File: src/design/dgr_pkg.sv
package dgr_pkg;
  // Host I/O port addresses
  localparam logic [15:0] PORT_MISC_WR   = 16'h03C2;
  localparam logic [15:0] PORT_MISC_RD   = 16'h03CC;
  localparam logic [15:0] PORT_STAT0     = 16'h03C2;
  localparam logic [15:0] PORT_STAT1_MON = 16'h03BA;
  localparam logic [15:0] PORT_STAT1_COL = 16'h03DA;
  localparam logic [15:0] PORT_CRT_IDX_M = 16'h03B4;
  localparam logic [15:0] PORT_CRT_DAT_M = 16'h03B5;
  localparam logic [15:0] PORT_CRT_IDX_C = 16'h03D4;
  localparam logic [15:0] PORT_CRT_DAT_C = 16'h03D5;
  localparam logic [15:0] PORT_SUBSYS    = 16'h03C3;
  localparam logic [15:0] PORT_SETUP     = 16'h46E8;
  // Miscellaneous output fields
  localparam int MISC_VSYNC_POL = 7;
  localparam int MISC_HSYNC_POL = 6;
  localparam int MISC_PAGE      = 5;
  localparam int MISC_CLK_HI    = 3;
  localparam int MISC_CLK_LO    = 2;
  localparam int MISC_MEM_EN    = 1;
  localparam int MISC_COLOR_IO  = 0;
  localparam logic [7:0] MISC_RESET = 8'h00;
  // Status register 0 fields
  localparam int STAT0_IRQ      = 7;
  localparam int STAT0_MONITOR  = 4;
  // Status register 1 fields
  localparam int STAT1_DIAG_HI  = 5;
  localparam int STAT1_DIAG_LO  = 4;
  localparam int STAT1_VRETRACE = 3;
  localparam int STAT1_BLANK    = 0;
  // Subsystem enable field
  localparam int SUBSYS_DECODE  = 0;
  // Dot clock select codes
  localparam logic [1:0] CLK_SEL_A = 2'b00;
  localparam logic [1:0] CLK_SEL_B = 2'b01;
endpackage

File: src/design/dgr_status_if.sv
`timescale 1ns/100ps
`default_nettype none
// Carries the two status bytes from the status gatherer to the top
interface dgr_status_if;
  logic [7:0] statZero;  // Input status zero image
  logic [7:0] statOne;   // Input status one image
  modport source (output statZero, output statOne);
  modport sink   (input statZero, input statOne);
endinterface
`default_nettype wire

File: src/design/dgr_general_regs.sv
`timescale 1ns/100ps
`default_nettype none
module dgr_general_regs
  import dgr_pkg::*;
(
  // Clock, reset, enable
  input  wire logic        core_clk,
  input  wire logic        arst_n,
  input  wire logic        clkEn,
  // Host I/O bus, same clock domain
  input  wire logic [15:0] ioAddr,
  input  wire logic        ioWr,
  input  wire logic        ioRd,
  input  wire logic [7:0]  ioWrData,
  output logic      [7:0]  ioRdData,
  output logic             ioRdHit,
  // Board straps and bus mode
  input  wire logic        altBusMode,
  input  wire logic        config_strap_nine,
  input  wire logic        configBitThree,
  // Asynchronous video and pin inputs
  input  wire logic        data_bus_line_fifteen,
  input  wire logic        vRetraceIrq,
  input  wire logic        vRetraceIn,
  input  wire logic        blankingIn,
  input  wire logic [7:0]  vidBitsIn,
  input  wire logic [1:0]  planeDiagSel,
  // Control outputs
  output logic             vsyncNeg,
  output logic             hsyncNeg,
  output logic             pageUpper,
  output logic [1:0]       dotClkSel,
  output logic             hostMemEn,
  output logic             colorIoSel,
  output logic             crtIndexSel,
  output logic             crtDataSel,
  output logic             decodeEn,
  output logic             setupSel
);
  // Two-stage synchronisers for 12 asynchronous bits
  localparam int SW = 12;
  logic [SW-1:0] syncAReg;   // First stage, read only by second
  logic [SW-1:0] syncBReg;   // Second stage, safe to use
  logic [7:0]    miscReg;    // Miscellaneous output register
  logic [7:0]    miscNext;   // Its next value
  logic          decReg;     // Decode enable from port 3C3
  logic          decNext;    // Its next value
  logic [7:0]    rdReg;      // Read data register
  logic [7:0]    rdNext;     // Its next value
  logic          hitReg;     // Read answered flag
  logic          hitNext;    // Its next value
  logic [15:0]   stat1Sel;   // Address of status one in chosen set
  logic          stat1Other; // Status one of unselected set addressed
  logic          hitS1;      // Status one address match
  dgr_status_if  stIf ();    // Status bytes from gatherer

  // Port match helper used in several decodes
  function automatic logic portIs(input logic [15:0] a,
                                  input logic [15:0] p);
    return a == p;
  endfunction

  // Synchroniser chain
  always_ff @(posedge core_clk or negedge arst_n) begin
    if (!arst_n) begin
      syncAReg <= '0;
      syncBReg <= '0;
    end else if (clkEn) begin
      syncAReg <= {data_bus_line_fifteen, vRetraceIrq, vRetraceIn,
                   blankingIn, vidBitsIn};
      syncBReg <= syncAReg;
    end
  end

  // Status gatherer
  dgr_status uStatus (
    .core_clk     (core_clk),
    .arst_n       (arst_n),
    .clkEn        (clkEn),
    .irqPend      (syncBReg[10]),
    .monLevel     (syncBReg[11]),
    .vRetrace     (syncBReg[9]),
    .blanking     (syncBReg[8]),
    .vidBits      (syncBReg[7:0]),
    .planeDiagSel (planeDiagSel),
    .st           (stIf.source)
  );

  // Address set chosen by bit 0
  always_comb begin
    stat1Sel   = miscReg[MISC_COLOR_IO] ? PORT_STAT1_COL
                                        : PORT_STAT1_MON;
    stat1Other = portIs(ioAddr, miscReg[MISC_COLOR_IO] ? PORT_STAT1_MON
                                                        : PORT_STAT1_COL);
    hitS1      = portIs(ioAddr, stat1Sel);
  end

  // Next values for writes and read data
  always_comb begin
    miscNext = miscReg;
    decNext  = decReg;
    if (ioWr && portIs(ioAddr, PORT_MISC_WR)) begin
      miscNext = ioWrData;
    end
    if (ioWr && portIs(ioAddr, PORT_SUBSYS) && altBusMode) begin
      decNext = ioWrData[SUBSYS_DECODE];
    end
    rdNext  = 8'h00;
    hitNext = 1'b0;
    if (ioRd) begin
      if (portIs(ioAddr, PORT_MISC_RD)) begin
        rdNext  = miscReg;
        hitNext = 1'b1;
      end else if (portIs(ioAddr, PORT_STAT0)) begin
        rdNext  = stIf.statZero;
        hitNext = 1'b1;
      end else if (hitS1) begin
        rdNext  = stIf.statOne;
        hitNext = 1'b1;
      end else if (stat1Other) begin
        rdNext  = 8'h00;  // Unselected status port refused
        hitNext = 1'b0;
      end else begin
        rdNext  = 8'h00;  // All other addresses stay silent
        hitNext = 1'b0;
      end
    end
  end

  // Register state
  always_ff @(posedge core_clk or negedge arst_n) begin
    if (!arst_n) begin
      miscReg <= MISC_RESET;
      decReg  <= 1'b0;
      rdReg   <= 8'h00;
      hitReg  <= 1'b0;
    end else if (clkEn) begin
      miscReg <= miscNext;
      decReg  <= decNext;
      rdReg   <= rdNext;
      hitReg  <= hitNext;
    end
  end

  // Control outputs from the register, address decodes and straps
  always_comb begin
    vsyncNeg   = miscReg[MISC_VSYNC_POL];
    hsyncNeg   = miscReg[MISC_HSYNC_POL];
    pageUpper  = miscReg[MISC_PAGE];
    hostMemEn  = miscReg[MISC_MEM_EN];
    colorIoSel = miscReg[MISC_COLOR_IO];
    // Higher selections only honoured with config bit 3 clear
    if (configBitThree && miscReg[MISC_CLK_HI:MISC_CLK_LO] != CLK_SEL_A)
      dotClkSel = CLK_SEL_A;
    else if (miscReg[MISC_CLK_HI])
      dotClkSel = 2'b10;
    else
      dotClkSel = miscReg[MISC_CLK_HI:MISC_CLK_LO];
    // Timing ports answer only in the selected set
    crtIndexSel = portIs(ioAddr, miscReg[MISC_COLOR_IO] ? PORT_CRT_IDX_C
                                                     : PORT_CRT_IDX_M);
    crtDataSel  = portIs(ioAddr, miscReg[MISC_COLOR_IO] ? PORT_CRT_DAT_C
                                                     : PORT_CRT_DAT_M);
    decodeEn = altBusMode ? decReg : 1'b1;
    setupSel = !altBusMode && (portIs(ioAddr, PORT_SETUP) ||
               (!config_strap_nine && portIs(ioAddr, PORT_SUBSYS)));
  end

  assign ioRdData = rdReg;
  assign ioRdHit  = hitReg;
endmodule
`default_nettype wire

File: src/design/dgr_status.sv
`timescale 1ns/100ps
`default_nettype none
// Gathers synchronised video state into the two status bytes
module dgr_status
  import dgr_pkg::*;
(
  // Clock, reset and enable
  input  wire logic       core_clk,
  input  wire logic       arst_n,
  input  wire logic       clkEn,
  // Synchronised video state and unsynchronised diagnostic select
  input  wire logic       irqPend,
  input  wire logic       monLevel,
  input  wire logic       vRetrace,
  input  wire logic       blanking,
  input  wire logic [7:0] vidBits,
  input  wire logic [1:0] planeDiagSel,
  // Status bytes out
  dgr_status_if.source    st
);
  logic [7:0] s0Reg;   // Status zero register
  logic [7:0] s0Next;  // Its next value
  logic [7:0] s1Reg;   // Status one register
  logic [7:0] s1Next;  // Its next value
  logic [1:0] diag;    // Selected diagnostic pair

  // Build next status values; reserved bits read zero
  always_comb begin
    unique case (planeDiagSel)
      2'b00: diag = {vidBits[2], vidBits[0]};
      2'b01: diag = {vidBits[5], vidBits[4]};
      2'b10: diag = {vidBits[3], vidBits[1]};
      2'b11: diag = {vidBits[7], vidBits[6]};
    endcase
    s0Next = 8'h00;
    s0Next[STAT0_IRQ] = irqPend;
    s0Next[STAT0_MONITOR] = monLevel;
    s1Next = 8'h00;
    s1Next[STAT1_DIAG_HI] = diag[1];
    s1Next[STAT1_DIAG_LO] = diag[0];
    s1Next[STAT1_VRETRACE] = vRetrace;
    s1Next[STAT1_BLANK] = blanking;
  end

  // Register status bytes
  always_ff @(posedge core_clk or negedge arst_n) begin
    if (!arst_n) begin
      s0Reg <= 8'h00;
      s1Reg <= 8'h00;
    end else if (clkEn) begin
      s0Reg <= s0Next;
      s1Reg <= s1Next;
    end
  end

  assign st.statZero = s0Reg;
  assign st.statOne  = s1Reg;
endmodule
`default_nettype wire

File: config.mk
export PLATFORM = sky130hd
export DESIGN_NAME = dgr_general_regs
export DESIGN_NICKNAME = d
export VERILOG_FILES = /design/src/design/dgr_pkg.sv /design/src/design/dgr_status_if.sv /design/src/design/dgr_general_regs.sv /design/src/design/dgr_status.sv
export SDC_FILE = /design/constraint.sdc
export NUM_CORES = 1
export LEC_CHECK = 0
export BUFFER_PORTS_ARGS = -buffer_cell sky130_fd_sc_hd__buf_4
export CORE_UTILIZATION = 32
export DETAILED_ROUTE_END_ITERATION = 10
export MAX_ROUTING_LAYER = met4
export PLACE_DENSITY = 0.52
export SKIP_LAST_GASP = 1
export SLEW_MARGIN = 25
export SYNTH_ARGS = -nofsm -noshare
export SYNTH_HDL_FRONTEND = slang
export SYNTH_HIERARCHICAL = 1
export SYNTH_SLANG_ARGS = --single-unit
export TNS_END_PERCENT = 1
File: constraint.sdc
create_clock -name core_clk -period 4.6 [get_ports core_clk]
set_clock_uncertainty 0.1 [all_clocks]
set_input_delay 1.38 -clock core_clk [delete_from_list [all_inputs] [get_ports core_clk]]
set_output_delay 1.38 -clock core_clk [all_outputs]
set_load 0.05 [all_outputs]
# After elaboration in Yosys (flattened, before gate mapping)

Index checks and enable logic that the tools add are counted.

Mux-type cells: 15
Reductions and logical operators: 13
Eq/ne operators: 10

Operators with widths:

| cell                 | number |
|---|---|
| $eq 16x10->1         | 3 |
| $eq 16x10->1 const B | 3 |
| $mux 8               | 3 |
| $mux 7               | 3 |
| $eq 16x15->1 const B | 1 |
| $pmux 2 s4           | 1 |
| $logic_and 1x1->1    | 6 |
| $mux 6               | 1 |
| $mux 1               | 5 |
| $eq 2x2->1 const B   | 2 |
| $mux 2               | 2 |
| $reduce_and 2->1     | 2 |
| $eq 2x1->1 const B   | 1 |
| $logic_not 1->1      | 2 |
| $logic_not 2->1      | 1 |
| $reduce_bool 2->1    | 1 |
| $logic_or 1x1->1     | 1 |

Register bits: 48
Output and inout port bits: 20
Word-level logic and storage cells: 46

# Depth between registers and ports, before layout

Word-level depth: 6
Depth in mapped cells: 5

# Modules after synthesis

The synthesis kept the hierarchy.

By module, submodules not included:

| module           | area an instance (sq um) | seq. area each (sq um) | cells an instance | times used |
|---|---|---|---|---|
| dgr_general_regs | 2,034.5                  | 1,051.0                | 157               | 1 |
| dgr_status       | 391.6                    | 150.1                  | 33                | 1 |

# Least setup slack after synthesis

OpenSTA, ideal clock, no wires.

Path type: input port to output port
Start point: input ioAddr[13]
End point: output crtDataSel
Slack: -0.513 ns
Stages: 4
Required time: 3.120 ns
Arrival: 3.633 ns
Path buffers: 0
Cell sequence: or4_1 -> nor2_2 -> nand4b_1 -> nor3b_1

Word-level cells in the longest chain between the ends: 1

RTL lines:

| element         | line                   | RTL |
|---|---|---|
| start, declared | dgr_general_regs.sv:11 | `input wire logic [15:0] ioAddr,` |
| $eq 16x10->1    | dgr_general_regs.sv:60 | `return a == p;` |
| end, declared   | dgr_general_regs.sv:36 | `output logic crtDataSel,` |

Every way passes these cells.

# Worst setup path in the final report

Start point: input ioAddr[13]
End point: output setupSel

Word-level cells in the longest chain between the ends: 4

RTL lines:

| element               | line                    | RTL |
|---|---|---|
| $eq 16x10->1          | dgr_general_regs.sv:60  |  |
| $logic_and 1x1->1     | dgr_general_regs.sv:166 | `(!config_strap_nine && portIs(ioAddr, PORT_SUBSYS)));` |
| $logic_or 1x1->1 (*)  | dgr_general_regs.sv:165 | `setupSel = !altBusMode && (portIs(ioAddr, PORT_SETUP) \|\|` |
| $logic_and 1x1->1 (*) | dgr_general_regs.sv:165 |  |
| end, declared         | dgr_general_regs.sv:38  | `output logic setupSel` |

Every way passes the cells marked *; elsewhere a longest branch is shown, timed or not.

==> impl_results.rst <==
.. list-table::
   :header-rows: 1

   * - Metric
     - Value
   * - Library cells used by synthesis
     - 45
   * - H-tree levels
     - 2
   * - Worst hold margin
     - 0.401 ns
   * - Slowest cell on crit path
     - sky130_fd_sc_hd__or4_1
   * - Fraction of the cycle the final worst path needs
     - 97.6%
   * - Yosys top cell area share
     - 49.5%
   * - GR Overflow Total
     - 0
   * - Min cycle time layout
     - 4.49 ns
   * - Status
     - finished clean
   * - Class of the tightest hold or removal check
     - flop to flop
   * - Max incr delay on CP
     - 0.55 ns
   * - Part of the power in registers
     - 56.0%
   * - Fraction of synthesis flops using an asynchronous set or reset pin
     - 100%
   * - IR drop worst, VDD
     - 125 µV
   * - Delay-heaviest family, CP
     - simple AND/OR/NAND/NOR gates
   * - Antenna Cells
     - 0
   * - Register-to-register setup slack
     - 2.81 ns
   * - Count of placed standard cells including taps
     - 351
   * - Count of fill cells added during filler insertion
     - 721
   * - Leading cell type in the layout, fill and taps excluded
     - sky130_fd_sc_hd__buf_4
   * - Fraction of power consumed by combinational cells
     - 13.9%
   * - Pin count of the biggest net entering global routing
     - 49
   * - Power density of the placed cells
     - 275 mW/mm²
   * - Clock network power share
     - 30.1%
   * - Final setup slack of the worst path
     - 0.109 ns
   * - Setup WS pre-CTS
     - 0.106 ns
   * - Mean area per synthesized cell
     - 12.8 µm²
   * - Synth Warn #
     - 6
   * - Critical Path RT
     - 3.12 ns
   * - Initial antenna violation count
     - 0
   * - Remaining number of nets flagged by the antenna check after routing
     - 0
   * - Wire length of the first global-routing pass
     - 8.44 mm
   * - EDFF count, synth
     - 0
   * - Y dimension of the die
     - 89.1 µm
   * - Clock tree from TritonCTS
     - built
   * - Ratio of cells with drive above 1 in the final layout
     - 49.4%
   * - Number of slew-limit violations in the final report
     - 0
   * - Number of CTS-inserted buffers
     - 5
   * - Final estimated routing congestion in global placement
     - 0.774
   * - Overall power of the completed layout
     - 0.000851 W
   * - Cells after Synth
     - 190
   * - NumNets Final
     - 305
   * - Final Setup Violations
     - 0
   * - P_leak
     - 1.40 nW
   * - Number of logic stages on the critical path including buffering
     - 6
   * - Post-Synthesis Cell Area
     - 0.00243 mm²
   * - Final Hold Vio Count
     - 0
   * - Worst Hold Launch
     - ioRdData[4]
   * - Worst reg-to-reg path cell count
     - 5
   * - CTS clk-pin slew, worst paths
     - 0.08 ns
   * - Core area
     - 0.00729 mm²
   * - Overall die area
     - 0.00793 mm²
   * - CP arrival
     - 3.01 ns
   * - Maximum clock path buffer count
     - 2
   * - Number of buffers added on ports
     - 65
   * - Critical path class
     - primary input to primary output
   * - Max-cap violation count
     - 0
   * - Finished Layout Cells
     - 358
   * - Horizontal die dimension
     - 89.1 µm
   * - Switching component of the power
     - 0.000203 W
   * - Initial standard-cell utilization of the core
     - 33.3%
   * - Number of placement rows
     - 31
   * - CP startpoint kind
     - primary input
   * - Drt total wl
     - 5.11 mm
   * - Number of vias per cell
     - 4.92
   * - Most used cell, CP
     - sky130_fd_sc_hd__buf_4
   * - DRC viols
     - 0
   * - Routed vias
     - 1762
   * - Count of buffer and inverter cells on the critical path
     - 2
   * - Router iterations before antenna repair
     - 4
   * - Latest clock arrival within the worst-skew pair
     - 0.29 ns
   * - Most instantiated flip-flop cell in the synthesis netlist
     - sky130_fd_sc_hd__dfrtp_1
   * - Fraction of power spent switching nets
     - 23.9%
   * - Rel. slew slack
     - 51.6%
   * - Ports placed on the boundary
     - 66
   * - Leading area contributor after synthesis
     - sky130_fd_sc_hd__dfrtp_1
   * - Overall routing resource usage
     - 14.2%
   * - Clock tree root driver cell
     - sky130_fd_sc_hd__clkbuf_8
   * - Top post-synthesis cells by area
     - sky130_fd_sc_hd__dfrtp_1 50%, sky130_fd_sc_hd__mux2_2 15%, sky130_fd_sc_hd__a32oi_1 6.1%
   * - Highest clock rate
     - 223 MHz
   * - Slew @ Worst Pin
     - 0.716 ns
   * - Sum of net half-perimeters after detailed placement
     - 3.70 mm
   * - Flop and latch count out of synthesis
     - 48
   * - Accumulated negative setup slack
     - 0 ns
   * - Iteration-0 DRC Markers
     - 53
   * - # clock sinks
     - 48
   * - Layout area overhead
     - 27.5%
   * - Routed length per placed instance
     - 14.3 µm
   * - End of the worst register-to-register path
     - ioRdData[5]
   * - Share of synthesized area occupied by flip-flops and latches
     - 49.5%
   * - Internal power summed over all cells
     - 0.000648 W
   * - Number of global-route vias before repair
     - 1742
   * - Crit path capture type
     - primary output
   * - Endpoint of the worst hold-timing path
     - ioRdData[4]
   * - Most frequent cells in the layout
     - 70 x sky130_fd_sc_hd__buf_4, 48 x sky130_fd_sc_hd__dfrtp_1, 33 x sky130_fd_sc_hd__mux2_2
   * - Crit-path cells
     - buf_4 -> or4_1 -> nor3_2 -> or3b_1 -> a21oi_1 -> buf_4
   * - Critical register-to-register path startpoint
     - miscReg[0]
   * - Unrepaired setup endpoints after global routing
     - false
   * - Peak fanout along the critical path
     - 2
   * - Number of buffers inserted by hold repair at cts
     - 0
   * - Cells on Worst Hold Path
     - 2
-- metal layers --
layer	up-vias	track usage [%]	share of wire, %
li1	844	-	-
met1	860	18.0	46
met2	56	23.7	49
met3	2	2.95	5.3
met4	0	3.03	0.27
met5	-	-	0
-- worst min-delay path, delay by kind of cell, from the launching register on --
family          cells  cell delay (ns)
compound gates      2             0.12
flops               1             0.35
-- repair_timing --
action                     in CTS  in global routing
buffers inserted                0                  0
resized for setup               0                  1
setup endpoints to repair       0                  1
-- power groups by stage --
stage          sequential (W)  combinational, W  clock [W]
2_1_floorplan        0.000479         0.0000738          0
3_3_place_gp         0.000485          0.000116          0
3_5_place_dp         0.000486          0.000120          0
4_1_cts              0.000478          0.000120   0.000269
5_1_grt              0.000483          0.000131   0.000283
6_report             0.000477          0.000118   0.000256
-- cells in the mapped netlist (all sizes together), types with 2 or more instances --
library cell and instances:
or3b 3, a21oi 3, nand2b 4, and3 2, o21ai 8, nor3 2
mux2 37, nand3b 2, dfrtp 48, nand4b 2, mux2i 4, nand2 5
and2 8, o221ai 2, a32oi 17, nor4 4, nor3b 2, clkbuf 3
buf 14, nand4 2, nor2 4
-- through the flow --
| stage | util [%] | cell area [µm²] |
|---|---|---|
| 2_1_floorplan | - | 2470 |
| 3_3_place_gp | 41.0 | 2990 |
| 3_5_place_dp | 41.1 | 3000 |
| 4_1_cts | 42.4 | 3090 |
| 5_1_grt | 42.4 | 3090 |
| 6_report | 42.4 | 3090 |
-- kinds of logic (layout without fill, tap and decap cells) --
| logic type | Yosys count | count (layout) | share of synthesized area, % |
|---|---|---|---|
| AO/OA/AOI/OAI | 32 | 32 | 10.0 |
| multiplexers | 41 | 41 | 19.4 |
| other | 1 | 10 | 0.155 |
| flip-flops | 48 | 48 | 49.5 |
| buffers and inverters | 18 | 78 | 5.41 |
| AND/OR/NAND/NOR | 50 | 50 | 15.5 |
-- registers in the layout (all words and copies together), names as in the netlist --
| signal | flops |
|---|---|
| syncAReg | 12 |
| uStatus/st.statZero | 2 |
| uStatus/st.statOne | 4 |
| miscReg | 8 |
| ioRdData | 8 |
| syncBReg | 12 |
| decReg | 1 |
| ioRdHit | 1 |
-- worst max-delay path by stage --
| stage | start | end | slack (ns) |
|---|---|---|---|
| floorplan | ioAddr[13] | setupSel | -0.23 |
| global placement | ioAddr[13] | setupSel | 0.11 |
| detailed placement | ioAddr[13] | setupSel | 0.11 |
| CTS | ioAddr[13] | setupSel | 0.09 |
| global route | ioAddr[13] | setupSel | 0.009 |
| finish | ioAddr[13] | setupSel | 0.11 |
-- final cells by class --
| type | instances | area, µm² | share of cell area, % |
|---|---|---|---|
| Sequential cell | 48 | 1200 | 38.8 |
| Multi-Input combinational cell | 133 | 1150 | 37.1 |
| Timing Repair Buffer | 70 | 526 | 17.0 |
| Tap cell | 99 | 124 | 4.00 |
| Clock buffer | 6 | 82.6 | 2.67 |
| Clock inverter | 1 | 8.76 | 0.283 |
| Inverter | 1 | 3.75 | 0.121 |
No activity file was read; power rests on OpenSTA's default activity.
